$ cat src/hs_ctrl_map.vh
// offsets, field positions, reset values and timing counts of the handshake controller
`ifndef HS_CTRL_MAP_VH
`define HS_CTRL_MAP_VH

// ****************************************
// register offsets (byte addresses)
// ****************************************
`define OFS_CTRL       8'h00
`define OFS_TXDATA     8'h04
`define OFS_STATUS     8'h08
`define OFS_RXDATA     8'h0C
`define OFS_INT_STAT   8'h10
`define OFS_INT_MASK   8'h14

// ****************************************
// control fields
// ****************************************
`define CTRL_EN        0
`define CTRL_DIR_TX    1
`define CTRL_TWO_WIRE  2
`define CTRL_CLEAR     3
`define CTRL_DRIVE_DIR 4
`define CTRL_GEN_IN    5
`define CTRL_W         6
`define CTRL_RST       6'h00

// ****************************************
// status fields
// ****************************************
`define ST_BUSY        0
`define ST_RX_VALID    1
`define ST_FULL        2
`define ST_EMPTY       3
`define ST_GEN_GENERAL_OUTPUT_BIT1    4
`define ST_GEN_GENERAL_OUTPUT_BIT3    5
`define ST_DIR_PIN     6
`define ST_CLEAR_PIN   7
`define ST_READY_PIN   8

// ****************************************
// interrupt fields
// ****************************************
`define IRQ_TX_DONE    0
`define IRQ_RX_DONE    1
`define IRQ_FULL       2
`define IRQ_EMPTY      3
`define IRQ_W          4
`define IRQ_RST        4'h0

// ****************************************
// timing
// ****************************************
`define CLK_MHZ        50
`define DATA_SETUP_NS  100
`define DATA_SETUP_CYC ((`DATA_SETUP_NS * `CLK_MHZ + 999) / 1000)

`endif

$ cat src/hs_ctrl.v
// peripheral-side controller driving the buffer's handshake port under APB control
//
// The APB slave port and the register addresses are this design's own decisions.
`timescale 1ns/1ps
`default_nettype none
`include "hs_ctrl_map.vh"

module hs_ctrl (
   // clock and reset
   input  wire        CLK_SYS,
   input  wire        RST,
   // apb slave
   input  wire        PSEL,
   input  wire        PENABLE,
   input  wire        PWRITE,
   input  wire [7:0]  PADDR,
   input  wire [31:0] PWDATA,
   output reg  [31:0] PRDATA,
   output wire        PREADY,
   output wire        PSLVERR,
   output wire        IRQ,
   // data bus
   input  wire [7:0]  DATA_IN,
   output reg  [7:0]  DATA_OUT,
   output reg         DATA_OE,
   output reg         OE_N,
   // handshake lines
   input  wire        READY_OR_AVAILABLE_OUT,
   output reg         VALID_OR_ACCEPTED_IN,
   input  wire        ACCEPTED_OR_LISTENER_READY_IN,
   output reg         ACCEPTED_OR_LISTENER_READY_OUT,
   output reg         ACCEPTED_OR_LISTENER_READY_OE,
   // flags and control lines
   input  wire        FULL,
   input  wire        EMPTY,
   input  wire        CLEAR_IN,
   output wire        CLEAR_OUT,
   output reg         CLEAR_OE,
   input  wire        DATA_DIR_IN,
   output reg         DATA_DIR_OUT,
   output reg         DATA_DIR_OE,
   // general purpose lines
   output reg         GENERAL_INPUT_BIT0,
   input  wire        GENERAL_OUTPUT_BIT1,
   input  wire        GENERAL_OUTPUT_BIT3
);
   // ****************************************
   // states
   // ****************************************
   localparam [5:0] S_IDLE     = 6'b00_0001;
   localparam [5:0] S_TX_SETUP = 6'b00_0010;
   localparam [5:0] S_TX_STRB  = 6'b00_0100;
   localparam [5:0] S_TX_REL   = 6'b00_1000;
   localparam [5:0] S_RX_WAIT  = 6'b01_0000;
   localparam [5:0] S_RX_ACK   = 6'b10_0000;
   localparam integer SETUP_INT = `DATA_SETUP_CYC;
   localparam [2:0] SETUP_CYC  = SETUP_INT[2:0];

   // ****************************************
   // pin synchronisers
   // ****************************************
   wire [15:0] pins_s;
   pin_sync #(.W(16)) u_sync (
      .CLK_SYS (CLK_SYS),
      .RST     (RST),
      .D       ({DATA_IN, READY_OR_AVAILABLE_OUT, ACCEPTED_OR_LISTENER_READY_IN, FULL, EMPTY,
                 CLEAR_IN, DATA_DIR_IN, GENERAL_OUTPUT_BIT1, GENERAL_OUTPUT_BIT3}),
      .Q       (pins_s)
   );
   wire [7:0] data_s  = pins_s[15:8];
   wire       rdy_s   = pins_s[7];
   wire       third_s = pins_s[6];
   wire       full_s  = pins_s[5];
   wire       empty_s = pins_s[4];
   wire       clr_s   = pins_s[3];
   wire       dir_s   = pins_s[2];
   wire       general_output_bit1_s  = pins_s[1];
   wire       general_output_bit3_s  = pins_s[0];

   // ****************************************
   // registers
   // ****************************************
   reg [`CTRL_W-1:0] ctrl_r;
   reg [7:0]         tx_data_r;
   reg               tx_pend_r;
   reg [7:0]         rx_data_r;
   reg               rx_valid_r;
   reg [`IRQ_W-1:0]  int_stat_r;
   reg [`IRQ_W-1:0]  int_mask_r;
   reg [5:0]         state_r;
   reg [5:0]         state_nxt;
   reg [2:0]         cnt_r;
   reg               full_d_r;
   reg               empty_d_r;
   reg [1:0]         oe_age_r;
   reg [2:0]         live_r;

   wire en        = ctrl_r[`CTRL_EN];
   wire dir_tx    = ctrl_r[`CTRL_DIR_TX];
   wire two_wire  = ctrl_r[`CTRL_TWO_WIRE];
   // a clear from either end aborts the transfer in progress
   wire clearing  = ctrl_r[`CTRL_CLEAR] | ~clr_s;
   wire run       = en & ~clearing;

   wire wr_acc    = PSEL & PENABLE & PWRITE;
   wire rd_acc    = PSEL & PENABLE & ~PWRITE;
   wire rd_setup  = PSEL & ~PENABLE & ~PWRITE;
   wire tx_refuse = (state_r != S_IDLE) | tx_pend_r;

   function mapped;
      input [7:0] a;
      begin
         mapped = (a == `OFS_CTRL) | (a == `OFS_TXDATA) | (a == `OFS_STATUS) |
                  (a == `OFS_RXDATA) | (a == `OFS_INT_STAT) | (a == `OFS_INT_MASK);
      end
   endfunction

   assign PREADY  = 1'b1;
   assign PSLVERR = PSEL & PENABLE & (~mapped(PADDR) | (PWRITE & (PADDR == `OFS_TXDATA) & tx_refuse));
   assign IRQ     = |(int_stat_r & int_mask_r);
   // open-drain style: only ever pulled low
   assign CLEAR_OUT = 1'b0;

   wire [8:0] status = {rdy_s, clr_s, dir_s, general_output_bit3_s, general_output_bit1_s, empty_s, full_s,
                        rx_valid_r, (state_r != S_IDLE) | tx_pend_r};

   // ****************************************
   // handshake sequencer
   // ****************************************
   always @* begin
      state_nxt = state_r;
      case (state_r)
         S_IDLE: begin
            if (run & dir_tx & tx_pend_r & rdy_s)
               state_nxt = S_TX_SETUP;
            // the synchronised bus shows the device's byte only some cycles after its drivers turn on
            else if (run & ~dir_tx & ~rx_valid_r & (oe_age_r == 2'd3))
               state_nxt = S_RX_WAIT;
         end
         S_TX_SETUP: begin
            if (cnt_r == 3'd0)
               state_nxt = S_TX_STRB;
         end
         S_TX_STRB: begin
            if (two_wire ? ~rdy_s : third_s)
               state_nxt = S_TX_REL;
         end
         S_TX_REL: begin
            if (two_wire | ~third_s)
               state_nxt = S_IDLE;
         end
         S_RX_WAIT: begin
            if (~rdy_s)
               state_nxt = S_RX_ACK;
         end
         S_RX_ACK: begin
            if (rdy_s)
               state_nxt = S_IDLE;
         end
         default: state_nxt = S_IDLE;
      endcase
      if (~run)
         state_nxt = S_IDLE;
   end

   always @(posedge CLK_SYS or posedge RST) begin
      if (RST) begin
         state_r  <= S_IDLE;
         cnt_r    <= 3'd0;
         oe_age_r <= 2'd0;
      end else begin
         state_r <= state_nxt;
         if (state_nxt == S_TX_SETUP && state_r != S_TX_SETUP)
            cnt_r <= SETUP_CYC - 3'd1;
         else if (cnt_r != 3'd0)
            cnt_r <= cnt_r - 3'd1;
         if (OE_N)
            oe_age_r <= 2'd0;
         else if (oe_age_r != 2'd3)
            oe_age_r <= oe_age_r + 2'd1;
      end
   end

   // ****************************************
   // pin drivers
   // ****************************************
   always @(posedge CLK_SYS or posedge RST) begin
      if (RST) begin
         DATA_OUT                       <= 8'h00;
         DATA_OE                        <= 1'b0;
         OE_N                           <= 1'b1;
         VALID_OR_ACCEPTED_IN           <= 1'b1;
         ACCEPTED_OR_LISTENER_READY_OUT <= 1'b0;
         ACCEPTED_OR_LISTENER_READY_OE  <= 1'b0;
         CLEAR_OE                       <= 1'b0;
         DATA_DIR_OUT                   <= 1'b0;
         DATA_DIR_OE                    <= 1'b0;
         GENERAL_INPUT_BIT0             <= 1'b0;
      end else begin
         DATA_OUT <= tx_data_r;
         // data held through the release phase to cover the device's hold time
         DATA_OE  <= (state_nxt == S_TX_SETUP) | (state_nxt == S_TX_STRB) | (state_nxt == S_TX_REL);
         OE_N     <= ~(run & ~dir_tx);
         if (two_wire)
            VALID_OR_ACCEPTED_IN <= ~((state_nxt == S_TX_STRB) | (state_nxt == S_RX_ACK));
         else if (dir_tx)
            VALID_OR_ACCEPTED_IN <= ~(state_nxt == S_TX_STRB);
         else
            VALID_OR_ACCEPTED_IN <= (state_nxt == S_RX_ACK);
         ACCEPTED_OR_LISTENER_READY_OE  <= ~two_wire & ~dir_tx;
         ACCEPTED_OR_LISTENER_READY_OUT <= (state_nxt == S_RX_WAIT);
         CLEAR_OE           <= ctrl_r[`CTRL_CLEAR];
         DATA_DIR_OE        <= ctrl_r[`CTRL_DRIVE_DIR];
         DATA_DIR_OUT       <= dir_tx;
         GENERAL_INPUT_BIT0 <= ctrl_r[`CTRL_GEN_IN];
      end
   end

   // ****************************************
   // register file
   // ****************************************
   wire tx_done = (state_r == S_TX_REL) & (state_nxt == S_IDLE) & run;
   wire rx_cap  = (state_r == S_RX_WAIT) & (state_nxt == S_RX_ACK);
   wire rx_done = (state_r == S_RX_ACK) & (state_nxt == S_IDLE) & run;
   // flag edges count only once the synchronisers hold real pin levels, so reset gives no false event
   wire [`IRQ_W-1:0] ev = {empty_s & ~empty_d_r & live_r[2], full_s & ~full_d_r & live_r[2], rx_done, tx_done};

   always @(posedge CLK_SYS or posedge RST) begin
      if (RST) begin
         ctrl_r     <= `CTRL_RST;
         tx_data_r  <= 8'h00;
         tx_pend_r  <= 1'b0;
         rx_data_r  <= 8'h00;
         rx_valid_r <= 1'b0;
         int_stat_r <= `IRQ_RST;
         int_mask_r <= `IRQ_RST;
         full_d_r   <= 1'b0;
         empty_d_r  <= 1'b0;
         live_r     <= 3'd0;
         PRDATA     <= 32'h0000_0000;
      end else begin
         full_d_r  <= full_s;
         empty_d_r <= empty_s;
         live_r    <= {live_r[1:0], 1'b1};
         if (wr_acc && PADDR == `OFS_CTRL)
            ctrl_r <= PWDATA[`CTRL_W-1:0];
         if (wr_acc && PADDR == `OFS_INT_MASK)
            int_mask_r <= PWDATA[`IRQ_W-1:0];
         if (wr_acc && PADDR == `OFS_TXDATA && !tx_refuse) begin
            tx_data_r <= PWDATA[7:0];
            tx_pend_r <= 1'b1;
         end else if (state_r == S_TX_SETUP || clearing)
            tx_pend_r <= 1'b0;
         if (rx_cap) begin
            rx_data_r  <= data_s;
            rx_valid_r <= 1'b1;
         end else if ((rd_acc && PADDR == `OFS_RXDATA) || clearing)
            rx_valid_r <= 1'b0;
         // a new event wins over a write-one clear in the same cycle
         if (wr_acc && PADDR == `OFS_INT_STAT)
            int_stat_r <= (int_stat_r & ~PWDATA[`IRQ_W-1:0]) | ev;
         else
            int_stat_r <= int_stat_r | ev;
         if (rd_setup) begin
            case (PADDR)
               `OFS_CTRL:     PRDATA <= {26'h000_0000, ctrl_r};
               `OFS_TXDATA:   PRDATA <= {24'h00_0000, tx_data_r};
               `OFS_STATUS:   PRDATA <= {23'h00_0000, status};
               `OFS_RXDATA:   PRDATA <= {24'h00_0000, rx_data_r};
               `OFS_INT_STAT: PRDATA <= {28'h000_0000, int_stat_r};
               `OFS_INT_MASK: PRDATA <= {28'h000_0000, int_mask_r};
               default:       PRDATA <= 32'h0000_0000;
            endcase
         end
      end
   end
endmodule // hs_ctrl

`default_nettype wire

$ cat src/pin_sync.v
// two flip-flop synchroniser for a group of pin inputs
`timescale 1ns/1ps
`default_nettype none

module pin_sync #(
   parameter W = 1
) (
   // clock and reset
   input  wire         CLK_SYS,
   input  wire         RST,
   // pins in, synchronised out
   input  wire [W-1:0] D,
   output wire [W-1:0] Q
);
   reg [W-1:0] meta_r;
   reg [W-1:0] sync_r;

   always @(posedge CLK_SYS or posedge RST) begin
      if (RST) begin
         meta_r <= {W{1'b0}};
         sync_r <= {W{1'b0}};
      end else begin
         meta_r <= D;
         sync_r <= meta_r;
      end
   end

   assign Q = sync_r;
endmodule // pin_sync

`default_nettype wire

$ cat config.mk
export PLATFORM = sky130hd
export DESIGN_NAME = hs_ctrl
export DESIGN_NICKNAME = d
export VERILOG_FILES = /design/src/hs_ctrl.v /design/src/pin_sync.v
export VERILOG_INCLUDE_DIRS = /design/src /design/src/src
export SDC_FILE = /design/constraint.sdc
export NUM_CORES = 1
export LEC_CHECK = 0
export BUFFER_PORTS_ARGS = -buffer_cell sky130_fd_sc_hd__buf_4
export CAP_MARGIN = 20
export CORE_AREA = 2 2 98 100
export CTS_BUF_LIST = sky130_fd_sc_hd__clkbuf_8
export CTS_CLUSTER_SIZE = 25
export DETAILED_ROUTE_END_ITERATION = 10
export DIE_AREA = 0 0 100 102
export HOLD_SLACK_MARGIN = 0.02
export MAX_ROUTING_LAYER = met4
export PLACE_DENSITY = 0.84
export RECOVER_POWER = 50
export SYNTH_ARGS = -nofsm -noshare
export SYNTH_HDL_FRONTEND = slang
export SYNTH_SLANG_ARGS = --single-unit
$ cat constraint.sdc
create_clock -name CLK_SYS -period 3.7 [get_ports CLK_SYS]
set_input_delay 0.74 -clock CLK_SYS [delete_from_list [all_inputs] [get_ports CLK_SYS]]
set_output_delay 0.74 -clock CLK_SYS [all_outputs]
set_load 0.02 [all_outputs]
==> results of run 1 <==
-- worst paths after layout --
kind	endpoint	cells past startpoint	from	slack [ns]
setup / recovery	PSLVERR	7	PADDR[5]	0.52
hold / removal	u_sync.Q[7]$_DFF_PP0_	0	u_sync.meta_r[7]$_DFF_PP0_	0.35
setup reg to reg	DATA_OE$_DFF_PP0_	5	ctrl_r[3]$_DFFE_PP0P_	1.35
hold reg to reg	u_sync.Q[7]$_DFF_PP0_	0	u_sync.meta_r[7]$_DFF_PP0_	0.35
max in group asynchronous	u_sync.Q[4]$_DFF_PP0_	4	RST	0.98
min in group asynchronous	DATA_OUT[3]$_DFF_PP0_	2	RST	0.72
-- worst register-to-register path: cells and delay by family, from the launching register on --
kind             cells  cell delay [ns]
AO/OA/AOI/OAI        3             1.03
AND/OR/NAND/NOR      2             0.73
flip-flops           1             0.47
-- per-stage QoR --
| stage | cell area [sq um] | hold WS (ns) | setup slack [ns] | total power [mW] |
|---|---|---|---|---|
| 6_report | 5040 | 0.353 | 0.517 | 2.01 |
| 5_1_grt | 5040 | 0.367 | 0.464 | 2.10 |
| 4_1_cts | 5030 | 0.357 | 0.525 | 2.03 |
| 3_5_place_dp | 4840 | 0.335 | 0.531 | 1.35 |
| 3_3_place_gp | 4840 | 0.332 | 0.535 | 1.35 |
| 2_1_floorplan | 4430 | 0.331 | 0.176 | 1.31 |
-- metal layers --
layer / global-route usage / up-vias / part of all wire
li1: - / 1276 / -
met1: 0.254 / 1381 / 0.46
met4: 0.0832 / 0 / 0.023
met2: 0.263 / 86 / 0.47
met5: - / - / 0
met3: 0.0363 / 13 / 0.052
-- cell families after synthesis --
group	after synthesis	share of synthesized area
flip-flops	106	0.611
AND/OR/NAND/NOR	88	0.116
AO/OA/AOI/OAI	49	0.0838
buffers and inverters	44	0.0596
multiplexers	40	0.113
adder cells (fa/ha/maj)	3	0.00864
XOR/XNOR	3	0.00605
other	2	0.00173
-- Yosys cell counts, drive strengths merged (4+ instances only) --
cell    number
a21oi       11
a22oi        5
and2         4
buf         26
clkbuf       8
dfrtp      103
inv         10
mux2        32
mux2i        4
mux4         4
nand2       26
nand3        7
nor2        17
nor2b        6
nor3         5
o21ai       11
-- cell type report --
class	count	area [sq um]	share of cell area
clock buffer	11	151	0.0300
clock inverter	5	41.3	0.00819
inverter	10	38.8	0.00770
multi-input combinational	209	1520	0.301
sequential	106	2660	0.527
tap	111	139	0.0276
timing repair buffer	66	493	0.0978
-- report_power, final --
group	internal [mW]	leakage (nW)	switching, mW
sequential	1.19	1.37	0.0129
combinational	0.0461	0.975	0.0842
clock	0.289	0.0930	0.393
-- registers in the layout, summed over array words and instances, names as in the netlist, 2 cells and up --
register / count
u_sync.Q: 16
u_sync.meta_r: 16
PRDATA: 9
DATA_OUT: 8
rx_data_r: 8
tx_data_r: 8
ctrl_r: 6
state_r: 6
int_mask_r: 4
int_stat_r: 4
cnt_r: 3
live_r: 3
oe_age_r: 2
-- placed cells by master, fill, tap and decap left out, types with 4 or more instances in the layout --
master,n
nor2_1,16
clkbuf_8,11
nor2b_1,6
mux2i_1,4
o21ai_0,11
clkbuf_4,17
inv_1,9
buf_4,48
dfrtp_1,103
conb_1,26
a22oi_1,5
mux4_2,4
nor3_1,5
nand2_1,25
and2_1,4
nand3_1,7
a21oi_1,11
mux2_2,32
==> results.json, run 1 <==
{
  "synth_cell_types": 54,
  "drc_errors": 0,
  "leakagePower_nw": 2.43,
  "die_w_um": 100,
  "synth-seq-cells": 106,
  "first_pass_iters": 4,
  "path_class": "primary input to primary output",
  "grt_usage": 0.183,
  "grt-ovfl-total": 0,
  "drt.antenna.violating_nets": 0,
  "numCtsBuffers": 9,
  "die_area_sq_um": 10200,
  "status": "finished, violations left",
  "cts_sinks": 106,
  "worstMarginPinSlew_ns": 1.52,
  "cts_tree": "done",
  "grt_max_degree": 91,
  "maxSlewHeadroom": -0.0194,
  "clockBufferDepth": 2,
  "crit_family": "simple AND/OR/NAND/NOR gates",
  "fin_cells": 518,
  "holdBufCountCts": 0,
  "drive_gt1_frac": 0.319,
  "synth_top_area_cell": "dfrtp_1",
  "cp.required_ns": 2.96,
  "finalSetupTns_ns": 0,
  "floorplan.initialDensity": 0.477,
  "start_kind": "primary input",
  "skew_ns": 0.0148,
  "worst_path_max_delay_cell": "or4_4",
  "synth_top_cell_area_share": 0.593,
  "initialDrtViolationCount": 174,
  "fillers": 748,
  "maxSlewViolCount": 37,
  "worst-path-max-fanout": 6,
  "ys_top_cells_by_area": "dfrtp_1 59%, mux2_2 8.3%, buf_4 4.3%",
  "synthCells": 335,
  "hold_path.class": "flop to flop",
  "fmax_mhz": 314,
  "antenna_found_initial": 0,
  "crit_chain": "buf_4, or4_4, or3_4, nor2_4, nand4_1, a21oi_1, buf_4",
  "avgRoutedWirePerCell_um": 16.3,
  "place_congestion": 0.875,
  "wl_um": 8440,
  "dp.cells": 501,
  "ys.flop_type": "dfrtp_1",
  "vias": 2756,
  "arrival_ns": 2.44,
  "p_per_area_nw_per_um2": 399,
  "violations": "capacitance limit, slew limit",
  "grt_pass1_vias": 2635,
  "synth_edf_count": 0,
  "setup_viol_count_final": 0,
  "rsz0062_at_grt": "no",
  "yosys_warnings": 0,
  "finalCritPeriodShare": 0.860,
  "async_flop_share": 1.00,
  "die_h_um": 102,
  "synth.cell_area_sq_um": 4340,
  "vdd_ir_drop_max_mv": 0.153,
  "fin_crit_ns": 3.18,
  "via_per_inst": 5.32,
  "ys_seq_area_frac": 0.611,
  "place_hpwl_um": 6040,
  "cts_resized": 0,
  "maxCapViolCount": 1,
  "syn2layout_area_growth_pct": 16.0,
  "clkLatencyLatePin_ns": 0.37,
  "cts-htree-levels": 3,
  "final_hold_viol_count": 0,
  "ioPinCount": 114,
  "crit_path_max_incr_delay_ns": 0.57,
  "worst-path-buf-inv": 2,
  "synth_area_per_cell_sq_um": 13.0,
  "fin_nets": 466,
  "coreArea_sq_um": 9110,
  "port_buffers": 64,
  "rows": 35,
  "cts_setup_buffers": 0,
  "grt_pass1_wl_um": 13700,
  "clk_pin_slew_ns": 0.08,
  "end_kind": "primary output",
  "cpMostUsedCell": "buf_4",
  "cts_root_buffer": "clkbuf_8",
  "antenna_cells": 0,
  "post-route-util": 0.553
}
Note: power is estimated with default switching activity, not from simulation.
==> run 2: changes to the inputs <==
--- a/config.mk
+++ b/config.mk
@@ -16,7 +16,6 @@
 export HOLD_SLACK_MARGIN = 0.02
 export MAX_ROUTING_LAYER = met4
 export PLACE_DENSITY = 0.84
-export RECOVER_POWER = 50
 export SYNTH_ARGS = -nofsm -noshare
 export SYNTH_HDL_FRONTEND = slang
 export SYNTH_SLANG_ARGS = --single-unit
==> results.json, run 2 (synthesis gave the netlist of run 1 again) <==
{
  "initialDrtViolationCount": 187,
  "met2_usage": 0.263,
  "drc_errors": 0,
  "p_comb_frac": 0.067,
  "maxCapViolCount": 0,
  "hold_depth": 0,
  "first_pass_iters": 4,
  "clk_pin_slew_ns": 0.08,
  "cts_sinks": 106,
  "setup_viol_count_final": 0,
  "skew_ns": 0.0167,
  "worst_path_max_delay_cell": "or4_4",
  "fin_ws_ns": 0.518,
  "cp.required_ns": 2.96,
  "finalCritPeriodShare": 0.860,
  "ioPinCount": 114,
  "leakagePower_nw": 2.45,
  "die_w_um": 100,
  "clockBufferDepth": 2,
  "antenna_found_initial": 0,
  "floorplan.initialDensity": 0.477,
  "met1_usage": 0.254,
  "wl_um": 8440,
  "reg2reg_slack_ns": 1.35,
  "met3_usage": 0.0363,
  "grt_usage": 0.183,
  "power_frac_seq": 0.594,
  "grt-ovfl-total": 0,
  "clkLatencyLatePin_ns": 0.37,
  "cts_setup_buffers": 0,
  "p_per_area_nw_per_um2": 399,
  "syn2layout_area_growth_pct": 16.5,
  "port_buffers": 64,
  "path_class": "primary input to primary output",
  "die_area_sq_um": 10200,
  "place_congestion": 0.875,
  "arrival_ns": 2.44,
  "pre_cts_slack_ns": 0.531,
  "p_int_mw": 1.52,
  "timing.rr.end": "DATA_OE$_DFF_PP0_",
  "antenna_cells": 0,
  "min_to": "u_sync.Q[7]$_DFF_PP0_",
  "start_kind": "primary input",
  "cpMostUsedCell": "buf_4",
  "grt_pass1_wl_um": 13700,
  "fin_crit_ns": 3.18,
  "rows": 35,
  "drive_gt1_frac": 0.319,
  "crit_path_max_incr_delay_ns": 0.57,
  "worst-path-max-fanout": 6,
  "vdd_ir_drop_max_mv": 0.153,
  "die_h_um": 102,
  "busiest_layer": "met2",
  "holdBufCountCts": 0,
  "end_kind": "primary output",
  "p_sw_frac": 0.245,
  "cts_root_buffer": "clkbuf_8",
  "rr_worst_depth": 5,
  "fin_cells": 518,
  "dp.cells": 501,
  "hold_path.class": "flop to flop",
  "final_hold_viol_count": 0,
  "fmax_mhz": 314,
  "cts_resized": 0,
  "via_per_inst": 5.28,
  "cts-htree-levels": 3,
  "fin_nets": 466,
  "layout.cells.most_common_list": "103 x dfrtp_1, 65 x buf_4, 32 x mux2_2",
  "worstMarginPinSlew_ns": 0.599,
  "status": "finished, final reports clean",
  "maxSlewHeadroom": 0.599,
  "rsz0062_at_grt": "no",
  "numCtsBuffers": 9,
  "cts_tree": "done",
  "power_frac_clock": 0.339,
  "finalSetupTns_ns": 0,
  "grt_max_degree": 91,
  "vias": 2737,
  "hold_path_startpoint": "u_sync.meta_r[7]$_DFF_PP0_",
  "drt.antenna.violating_nets": 0,
  "maxSlewViolCount": 0,
  "r2r_start": "ctrl_r[3]$_DFFE_PP0P_",
  "avgRoutedWirePerCell_um": 16.3,
  "layout_commonest_cell": "dfrtp_1",
  "grt_pass1_vias": 2635,
  "place_hpwl_um": 6040,
  "crit_chain": "buf_4, or4_4, or3_4, nor2_4, nand4_1, a21oi_1, buf_4",
  "coreArea_sq_um": 9110,
  "switchingPower_mw": 0.494
}
## run 2: cell types whose count changed in the layout (fill, tap and decap cells not counted), sizes merged
cell | previous run | this run
clkinvlp | 3 | 2
clkbuf | 29 | 11
inv | 12 | 13
buf | 48 | 66
## run 2: how the worst max path moves through the flow
stage / startpoint / end / slack [ns]
finish: PADDR[5] / PSLVERR / 0.52
global route: PADDR[5] / PSLVERR / 0.46
CTS: PADDR[5] / PSLVERR / 0.53
detailed placement: PADDR[5] / PSLVERR / 0.53
global placement: PADDR[5] / PSLVERR / 0.54
floorplan: RST / ACCEPTED_OR_LISTENER_READY_OE$_DFF_PP0_ / 0.18
## run 2: final cells by class
class | count | area [sq um]
Tap cell | 111 | 139
Clock buffer | 11 | 151
Timing Repair Buffer | 66 | 515
Fill cell | 746 | 4050
Inverter | 10 | 40.0
Sequential cell | 106 | 2660
Multi-Input combinational cell | 209 | 1520
Clock inverter | 5 | 41.3
## run 2: metal layers
layer | wire length [um] | part of all wire
met5 | 0 | 0
met4 | 191 | 0.023
met3 | 465 | 0.055
met1 | 3840 | 0.46
met2 | 3940 | 0.47
## run 2: power by group through the flow
| stage | Combinational [mW] | Clock (mW) | Sequential (mW) |
|---|---|---|---|
| floorplan | 0.0900 | 0 | 1.22 |
| global placement | 0.129 | 0 | 1.22 |
| detailed placement | 0.132 | 0 | 1.22 |
| CTS | 0.133 | 0.703 | 1.20 |
| global route | 0.149 | 0.752 | 1.20 |
| finish | 0.135 | 0.685 | 1.20 |
## run 2: critical path, delay by kind of cell
| kind | cells | cell delay [ns] |
|---|---|---|
| AOI/OAI and AO/OA | 1 | 0.20 |
| buffers and inverters | 2 | 0.28 |
| and+or+nand+nor | 4 | 1.24 |
## run 2: stage by stage
stage / util / instance area, sq um / hold WS (ns) / power (mW)
2_1_floorplan: - / 4430 / 0.331 / 1.31
3_3_place_gp: 0.532 / 4840 / 0.332 / 1.35
3_5_place_dp: 0.532 / 4840 / 0.335 / 1.35
4_1_cts: 0.553 / 5030 / 0.357 / 2.03
5_1_grt: 0.556 / 5060 / 0.367 / 2.10
6_report: 0.556 / 5060 / 0.353 / 2.02
